$ cat config.mk
export PLATFORM = sky130hd
export DESIGN_NAME = wdtc_top
export DESIGN_NICKNAME = d
export VERILOG_FILES = /design/src/common/wdtc_pkg.sv /design/src/common/wdtc_cnt_if.sv /design/src/logic/wdtc_counter.sv /design/src/logic/wdtc_top.sv
export SDC_FILE = /design/constraint.sdc
export NUM_CORES = 1
export LEC_CHECK = 0
export BUFFER_PORTS_ARGS = -buffer_cell sky130_fd_sc_hd__buf_4
export CORE_AREA = 2 2 70 72
export CTS_BUF_LIST = sky130_fd_sc_hd__clkbuf_8
export DETAILED_ROUTE_END_ITERATION = 10
export DIE_AREA = 0 0 72 74
export PLACE_DENSITY = 0.71
export SYNTH_ARGS = -nofsm -noshare
export SYNTH_HDL_FRONTEND = slang
export SYNTH_SLANG_ARGS = --single-unit
export TNS_END_PERCENT = 5
$ cat constraint.sdc
create_clock -name clk -period 3.2 [get_ports clk]
set_input_delay 0.48 -clock clk [delete_from_list [all_inputs] [get_ports clk]]
set_output_delay 0.48 -clock clk [all_outputs]
set_load 0.005 [all_outputs]
$ cat src/common/wdtc_pkg.sv
// constants, mode type and period decode for the watchdog control block
// assumes one 20 MHz clock; oscillator ticks arrive as synchronous pulses
//
// What this block does
// - timeout with interrupt enabled sets timeout flag
// - entering watchdog vector clears timeout flag
// - writing one clears flag, zero keeps it
// - interrupt needs flag, enable and global enable
// - reset/interrupt enable pair selects four modes
// - programmed fuse forces system reset mode
// - combined mode: vector entry clears enable, flag
// - combined mode: unserviced second timeout resets system
// - clearing reset enable, period change need unlock
// - unlock bit self-clears four cycles after write
// - reset flag forces reset enable to one
// - period select is bit5 plus bits 2:0
// - codes 0..9 give 2048 doubling to 1048576
// - programmed fuse holds reset enable 1, irq 0
// - counter counts oscillator, restart instruction zeroes it
package wdtc_pkg;

    localparam logic [7:0]  CSR_ADDR      = 8'h60;
    localparam logic [7:0]  CSR_RESET     = 8'h00;
    localparam int unsigned FLAG_BIT      = 7;
    localparam int unsigned IE_BIT        = 6;
    localparam int unsigned PER_HI_BIT    = 5;
    localparam int unsigned CU_BIT        = 4;
    localparam int unsigned RE_BIT        = 3;
    localparam int unsigned PER_LO_MSB    = 2;
    localparam logic [2:0]  UNLOCK_LOAD   = 3'h3; // four cycles: load 3, clear after 0
    localparam logic [2:0]  UNLOCK_ZERO   = 3'h0;
    localparam logic [3:0]  PER_MAX       = 4'h9;
    localparam logic [20:0] BASE_PERIOD   = 21'h000800;
    localparam int unsigned CNT_WIDTH     = 20;

    // mode from {reset_enable, timeout_irq_enable}, gray along stop-irq-both-reset
    typedef enum logic [1:0] {
        WDTC_STOP = 2'h0,
        WDTC_IRQ  = 2'h1,
        WDTC_BOTH = 2'h3,
        WDTC_RST  = 2'h2
    } wdtc_mode_e;

    // last count value of a period; reserved codes take the longest
    function automatic logic [19:0] wdtc_limit(input logic [3:0] sel);
        logic [3:0]  code;
        logic [20:0] full;
        code = (sel > PER_MAX) ? PER_MAX : sel;
        full = BASE_PERIOD << code;
        return 20'(full - 21'h000001);
    endfunction

endpackage

$ cat src/common/wdtc_cnt_if.sv
// carrier between the watchdog control logic and its period counter
// assumes both ends run on the same clock
`timescale 1ns/1ps
interface wdtc_cnt_if;
    logic       osc_tick;
    logic       restart;
    logic       run;
    logic [3:0] period;
    logic       timeout;

    modport ctl (output osc_tick, output restart, output run, output period, input timeout);
    modport cnt (input osc_tick, input restart, input run, input period, output timeout);
endinterface

$ cat src/logic/wdtc_counter.sv
// oscillator cycle counter with selectable timeout
// assumes osc_tick is a one-cycle pulse per oscillator cycle
`timescale 1ns/1ps
module wdtc_counter #(
    parameter int CNT_W = 20
) (
    input  wire logic clk,
    input  wire logic rst_n,
    wdtc_cnt_if.cnt   cbus
);

    if (CNT_W < wdtc_pkg::CNT_WIDTH) begin : g_bad_width
        $error("counter width too small for longest period");
    end

    logic [CNT_W-1:0] cnt_r;
    logic [CNT_W-1:0] cnt_nxt;
    logic             to_r;
    logic             to_nxt;
    logic [19:0]      limit;

    ////////////////////////////////////////////////////////////////////
    // next count and timeout pulse
    always_comb begin
        limit   = wdtc_pkg::wdtc_limit(cbus.period);
        cnt_nxt = cnt_r;
        to_nxt  = 1'b0;
        if (!cbus.run || cbus.restart) begin
            cnt_nxt = '0;
        end else if (cbus.osc_tick) begin
            if (cnt_r >= CNT_W'(limit)) begin
                cnt_nxt = '0;
                to_nxt  = 1'b1;
            end else begin
                cnt_nxt = cnt_r + CNT_W'(1);
            end
        end
    end

    // registers
    always_ff @(posedge clk or negedge rst_n) begin
        if (!rst_n) begin
            cnt_r <= '0;
            to_r  <= 1'b0;
        end else begin
            cnt_r <= cnt_nxt;
            to_r  <= to_nxt;
        end
    end

    assign cbus.timeout = to_r;

    restart_zero_a: assert property (@(posedge clk) disable iff (!rst_n)
        cbus.restart |=> cnt_r == '0 && !to_r)
        else $error("restart did not zero the counter");

endmodule

$ cat src/logic/wdtc_top.sv
// watchdog control/status register, mode logic and request outputs
// assumes processor register strobes, oscillator ticks and fuse are synchronous to clk
`timescale 1ns/1ps
module wdtc_top #(
    parameter int CNT_W = 20
) (
    input  wire logic       clk,
    input  wire logic       rst_n,
    input  wire logic [7:0] reg_addr,
    input  wire logic       reg_wr,
    input  wire logic       reg_rd,
    input  wire logic [7:0] reg_wdata,
    output logic      [7:0] reg_rdata,
    input  wire logic       osc_tick,
    input  wire logic       wdr_exec,
    input  wire logic       irq_vector_taken,
    input  wire logic       global_irq_enable,
    input  wire logic       always_on_fuse,
    input  wire logic       watchdog_reset_flag,
    output logic            irq_req,
    output logic            sys_reset_req
);

    wdtc_cnt_if cbus ();

    logic       flag_r;
    logic       flag_nxt;
    logic       ie_r;
    logic       ie_nxt;
    logic       re_r;
    logic       re_nxt;
    logic       cu_r;
    logic       cu_nxt;
    logic [2:0] cu_cnt_r;
    logic [2:0] cu_cnt_nxt;
    logic [3:0] per_r;
    logic [3:0] per_nxt;
    logic [7:0] rdata_r;
    logic [7:0] rdata_nxt;
    logic       irq_r;
    logic       irq_nxt;
    logic       rst_r;
    logic       rst_nxt;
    logic       wr_hit;
    logic       fuse_prog;
    logic       re_eff;
    logic       ie_eff;
    logic [7:0] image;
    wdtc_pkg::wdtc_mode_e mode;

    ////////////////////////////////////////////////////////////////////
    // decode, effective enables and mode
    assign wr_hit    = reg_wr && (reg_addr == wdtc_pkg::CSR_ADDR);
    assign fuse_prog = !always_on_fuse;                          // fuse 0 means programmed
    assign re_eff    = re_r | watchdog_reset_flag | fuse_prog;
    assign ie_eff    = ie_r & !fuse_prog;
    assign mode      = fuse_prog ? wdtc_pkg::WDTC_RST
                                 : wdtc_pkg::wdtc_mode_e'({re_eff, ie_eff});
    assign image     = {flag_r, ie_eff, per_r[3], cu_r, re_eff, per_r[2:0]};

    // counter hookup
    assign cbus.osc_tick = osc_tick;
    assign cbus.restart  = wdr_exec;
    assign cbus.run      = (mode != wdtc_pkg::WDTC_STOP);
    assign cbus.period   = per_r;

    wdtc_counter #(
        .CNT_W (CNT_W)
    ) u_counter (
        .clk   (clk),
        .rst_n (rst_n),
        .cbus  (cbus)
    );

    ////////////////////////////////////////////////////////////////////
    // next values of the control/status state
    always_comb begin
        flag_nxt   = flag_r;
        ie_nxt     = ie_r;
        re_nxt     = re_r;
        cu_nxt     = cu_r;
        cu_cnt_nxt = cu_cnt_r;
        per_nxt    = per_r;
        rst_nxt    = 1'b0;
        // unlock window countdown
        if (cu_r) begin
            if (cu_cnt_r == wdtc_pkg::UNLOCK_ZERO) begin
                cu_nxt = 1'b0;
            end else begin
                cu_cnt_nxt = cu_cnt_r - 3'h1;
            end
        end
        // vector entry
        if (irq_vector_taken && flag_r) begin
            flag_nxt = 1'b0;
            if (mode == wdtc_pkg::WDTC_BOTH) begin
                ie_nxt = 1'b0;
            end
        end
        // software write
        if (wr_hit) begin
            if (reg_wdata[wdtc_pkg::FLAG_BIT]) begin
                flag_nxt = 1'b0;
            end
            ie_nxt = reg_wdata[wdtc_pkg::IE_BIT];
            if (reg_wdata[wdtc_pkg::RE_BIT]) begin
                re_nxt = 1'b1;
            end else if (cu_r) begin
                re_nxt = 1'b0;
            end
            if (cu_r) begin
                per_nxt = {reg_wdata[wdtc_pkg::PER_HI_BIT],
                           reg_wdata[wdtc_pkg::PER_LO_MSB:0]};
            end
            cu_nxt = reg_wdata[wdtc_pkg::CU_BIT];
            if (reg_wdata[wdtc_pkg::CU_BIT]) begin
                cu_cnt_nxt = wdtc_pkg::UNLOCK_LOAD;
            end
        end
        // timeout actions, placed after vector entry and software write so a set wins over a clear
        if (cbus.timeout) begin
            case (mode)
                wdtc_pkg::WDTC_IRQ: begin
                    flag_nxt = 1'b1;
                end
                wdtc_pkg::WDTC_RST: begin
                    rst_nxt = 1'b1;
                end
                wdtc_pkg::WDTC_BOTH: begin
                    if (flag_r) begin
                        rst_nxt = 1'b1;
                    end else begin
                        flag_nxt = 1'b1;
                    end
                end
                default: begin
                    rst_nxt = 1'b0;
                end
            endcase
        end
        // fuse locks the enables
        if (fuse_prog) begin
            re_nxt = 1'b1;
            ie_nxt = 1'b0;
        end
        irq_nxt   = flag_nxt & ie_nxt & !fuse_prog & global_irq_enable;
        rdata_nxt = (reg_rd && reg_addr == wdtc_pkg::CSR_ADDR) ? image : 8'h00;
    end

    // registers, all cleared by reset
    always_ff @(posedge clk or negedge rst_n) begin
        if (!rst_n) begin
            flag_r   <= wdtc_pkg::CSR_RESET[wdtc_pkg::FLAG_BIT];
            ie_r     <= wdtc_pkg::CSR_RESET[wdtc_pkg::IE_BIT];
            re_r     <= wdtc_pkg::CSR_RESET[wdtc_pkg::RE_BIT];
            cu_r     <= wdtc_pkg::CSR_RESET[wdtc_pkg::CU_BIT];
            cu_cnt_r <= wdtc_pkg::UNLOCK_ZERO;
            per_r    <= 4'h0;
            rdata_r  <= 8'h00;
            irq_r    <= 1'b0;
            rst_r    <= 1'b0;
        end else begin
            flag_r   <= flag_nxt;
            ie_r     <= ie_nxt;
            re_r     <= re_nxt;
            cu_r     <= cu_nxt;
            cu_cnt_r <= cu_cnt_nxt;
            per_r    <= per_nxt;
            rdata_r  <= rdata_nxt;
            irq_r    <= irq_nxt;
            rst_r    <= rst_nxt;
        end
    end

    // outputs straight from flops; reset request feeds the reset-status flag
    assign reg_rdata     = rdata_r;
    assign irq_req       = irq_r;
    assign sys_reset_req = rst_r;

    ////////////////////////////////////////////////////////////////////
    // checks
    flag_on_timeout_a: assert property (@(posedge clk) disable iff (!rst_n)
        cbus.timeout && mode == wdtc_pkg::WDTC_IRQ |=> flag_r && !sys_reset_req)
        else $error("interrupt-mode timeout did not set the flag");

    vector_clears_a: assert property (@(posedge clk) disable iff (!rst_n)
        irq_vector_taken && flag_r && !cbus.timeout |=> !flag_r && !irq_req)
        else $error("vector entry did not clear the flag");

    write_one_clear_a: assert property (@(posedge clk) disable iff (!rst_n)
        wr_hit && reg_wdata[wdtc_pkg::FLAG_BIT] && !cbus.timeout |=> !flag_r)
        else $error("writing one did not clear the flag");

    irq_gating_a: assert property (@(posedge clk) disable iff (!rst_n)
        irq_req |-> flag_r && ie_r && $past(global_irq_enable))
        else $error("interrupt raised without flag and enables");

    fuse_reset_a: assert property (@(posedge clk) disable iff (!rst_n)
        !always_on_fuse && cbus.timeout |=> sys_reset_req && !irq_req)
        else $error("fuse-forced timeout did not request reset");

    combined_first_a: assert property (@(posedge clk) disable iff (!rst_n)
        cbus.timeout && mode == wdtc_pkg::WDTC_BOTH && !flag_r |=> flag_r && !sys_reset_req)
        else $error("combined first timeout wrong");

    combined_second_a: assert property (@(posedge clk) disable iff (!rst_n)
        cbus.timeout && mode == wdtc_pkg::WDTC_BOTH && flag_r |=> sys_reset_req)
        else $error("unserviced combined timeout did not reset");

    period_locked_a: assert property (@(posedge clk) disable iff (!rst_n)
        wr_hit && !cu_r |=> per_r == $past(per_r))
        else $error("period changed without unlock");

    unlock_expire_a: assert property (@(posedge clk) disable iff (!rst_n)
        wr_hit && reg_wdata[wdtc_pkg::CU_BIT] ##1 (!wr_hit && cu_r) [*4] |=> !cu_r)
        else $error("unlock did not expire after four cycles");

    flag_forces_re_a: assert property (@(posedge clk) disable iff (!rst_n)
        reg_rd && reg_addr == wdtc_pkg::CSR_ADDR && watchdog_reset_flag
        |=> reg_rdata[wdtc_pkg::RE_BIT])
        else $error("reset enable not forced by reset flag");

endmodule

==> impl_metrics.toml <==
[flow_run]
cap_violations = 0

[cells_and_area]
layout-drive-gt1-share_pct = 23.2
final_cells = 339
design_area_um2 = 2850
syn2layout_area_growth_pct = 20.6
antennaDiodeCount = 0
fin_nets = 323

[placed_design]
place_area_um2 = 2680
dp_hpwl_um = 3590
place_inst = 327
place.gp.congestion = 0.807
post-place-ws_ps = 122
portBuffers = 35

[die]
die_h_um = 74
die_area_um2 = 5330
chipWidth_um = 72
core_area_um2 = 4600
initial_core_util_pct = 51.5
rows = 25
io_pins = 36

[sta]
skew_ps = 10.1
drv_slew = 0
slew_headroom_pct = 64.9
tns_ps = 0
setup_viol = 0
setup_ws_ps = 205
tightestPinTransition_ps = 527
rsz0062_at_grt = "no"
post-route-min-period_ps = 3000
fmaxAchievable_ghz = 0.334
post-route-period-util_pct = 93.6
hold_viol_final = 0

[power]
power_density_nw_per_um2 = 393
p_leak_nw = 1.26
peakVddDrop_mv = 0.251

[drt]
drt_iter0_markers = 103
drcViolationCount = 0
vias = 1953
wl_um = 5000
antenna_left = 0
drtPass1Iterations = 4
vias_per_cell = 5.76
wl_per_cell_um = 14.7

[clock_tree]
cts_max_path_buffers = 2
cts_made_buffers = 5
cts_tree = "built"
h-tree-depth = 2
cts_num_sinks = 42
clkLatencyLatePin_ps = 290
root_buffer = "clkbuf_8"
hold_buffers = 0
clkSlewWorstSetupHoldPaths_ps = 90

[global_route]
grt_max_degree = 43
antenna_found_initial = 0
overflow = 0
grt_pass1_vias = 1764
grt_pass1_wl_um = 8140
grtUsageTotal_pct = 19.9

[critical_path]
criticalPathCategory = "flop to flop"
crit_arrival_ps = 3160
r2r-start = "cbus.period[1]"
worstRegToRegCells = 12
crit_fanout = 11
r2r_end = "u_counter.cnt_r[17]"
startpoint_type = "flop"
reg2reg_setup_slack_ps = 200
crit_path_end_kind = "flop"
critPathRequiredTime_ps = 3370

[logic_synthesis]
yosysWarnings = 0
synthDistinctLibCells = 45
synth.most_common_cell = "dfrtp_1"
yosys-top-cells-area = "dfrtp_1 44%, ha_1 6.9%, nand2_1 4.4%, xnor2_1 4.4%, nor3_1 4.2%"
synth_top_area_share_pct = 44.4
netlist_area_um2 = 2370
synthCells = 242
synth_nets = 281
synth_edf_count = 0
syn_area_per_cell_um2 = 9.78
synth_async_sr_flop_share_pct = 100
synth_common_cells = "42 x dfrtp_1, 28 x nand2_1, 20 x nor3_1"
synth_ff_type = "dfrtp_1"
synth_seq_area_share_pct = 44.4
ys_seq_elements = 42
yosys.area.top_type = "dfrtp_1"

[worst_hold_path]
hold_class = "primary input to asynchronous set/reset pin"

[status]
outcome = "finished, final reports clean"
## repair_timing
item	CTS	global route
setup buffers	0	4
endpoints found under the setup margin	0	16
gates resized for setup	0	3
## registers in the layout (all words and copies together), names as in the netlist
signal,cells
ie_r,1
cbus.period,4
reg_rdata,8
cu_r,1
irq_req,1
sys_reset_req,1
u_counter.cnt_r,20
re_r,1
u_counter.cbus.timeout,1
cu_cnt_r,3
flag_r,1
## layout make-up
type,count,area (µm²)
clock inverter,3,45.0
fill,392,1740
inverter,11,41.3
clock buffer,5,68.8
timing repair buffer,45,350
tap,54,67.6
multi-input combinational,179,1230
sequential,42,1050
## where the power goes
group / total [mW] / internal, mW / switching, mW / leakage [nW]
Combinational: 0.135 / 0.0608 / 0.0740 / 0.639
Clock: 0.421 / 0.232 / 0.188 / 0.0504
Sequential: 0.566 / 0.552 / 0.0135 / 0.575
Total: 1.12 / 0.845 / 0.276 / 1.26
## worst max-delay path: stages, from the launching register on
cell	delay, ps
dfrtp_1	470
nand3b_1	200
ha_1	280
nor3_1	220
a21o_1	120
a32oi_1	100
ha_1	300
and4_1	270
nand2_1	80
o311a_4	420
buf_4	170
a31oi_1	130
o21ai_0	100
## placed cells by master (no fill, tap or decap), types with 2 or more instances in the layout
master       n
a211o_1      2
a21oi_1     11
a31oi_1      2
and2_1       6
and3_1       7
and4_1       4
buf_4       44
clkbuf_8     5
clkinvlp_4   2
dfrtp_1     42
ha_1        13
inv_1       11
mux2_2       4
nand2_1     28
nand2b_1     2
nand3_1      6
nand3_2      2
nand3b_1     3
nand4_1      9
nand4b_1     2
nor2_1       6
nor3_1      20
nor4_1       2
nor4b_1      2
o211ai_1     3
o21a_1       2
o21ai_0      6
o311ai_1     4
or3_1        3
xnor2_1     12
## how the worst max path moves through the flow
stage,start,end,slack (ps),depth (start not counted)
floorplan,cbus.period[2],u_counter.cnt_r[11],290,14
global placement,cbus.period[0],u_counter.cbus.timeout,230,12
detailed placement,cbus.period[0],u_counter.cnt_r[3],120,12
CTS,cbus.period[3],u_counter.cbus.timeout,120,12
global route,cbus.period[1],u_counter.cnt_r[18],30,12
finish,cbus.period[1],u_counter.cnt_r[17],200,12
## layer usage
| layer | vias to the layer above | share of wire [%] | GRT usage, % |
|---|---|---|---|
| met4 | 0 | 0.86 | 5.45 |
| met3 | 6 | 6.0 | 5.01 |
| met1 | 930 | 46 | 25.9 |
| li1 | 971 | - | - |
| met5 | - | 0 | 0 |
| met2 | 46 | 48 | 33.3 |
## kinds of logic (layout without fill, tap and decap cells)
group | count (synthesis) | in the layout | synth area share (%)
simple gates | 108 | 108 | 24.9
flops | 42 | 42 | 44.4
compound gates | 40 | 40 | 12.4
buf+inv | 21 | 64 | 4.28
fa+ha+maj | 13 | 13 | 6.87
xor+xnor | 13 | 13 | 4.81
mux | 5 | 5 | 2.33
## metrics by stage
step	utilization (%)	hold WS (ps)	power, mW
after floorplan	-	184	0.652
final	62.1	155	1.12
after detailed placement	58.3	497	0.712
after CTS	60.8	173	1.14
after global routing	62.1	191	1.18
after global placement	58.3	495	0.705
No activity file was read; power rests on OpenSTA's default activity.
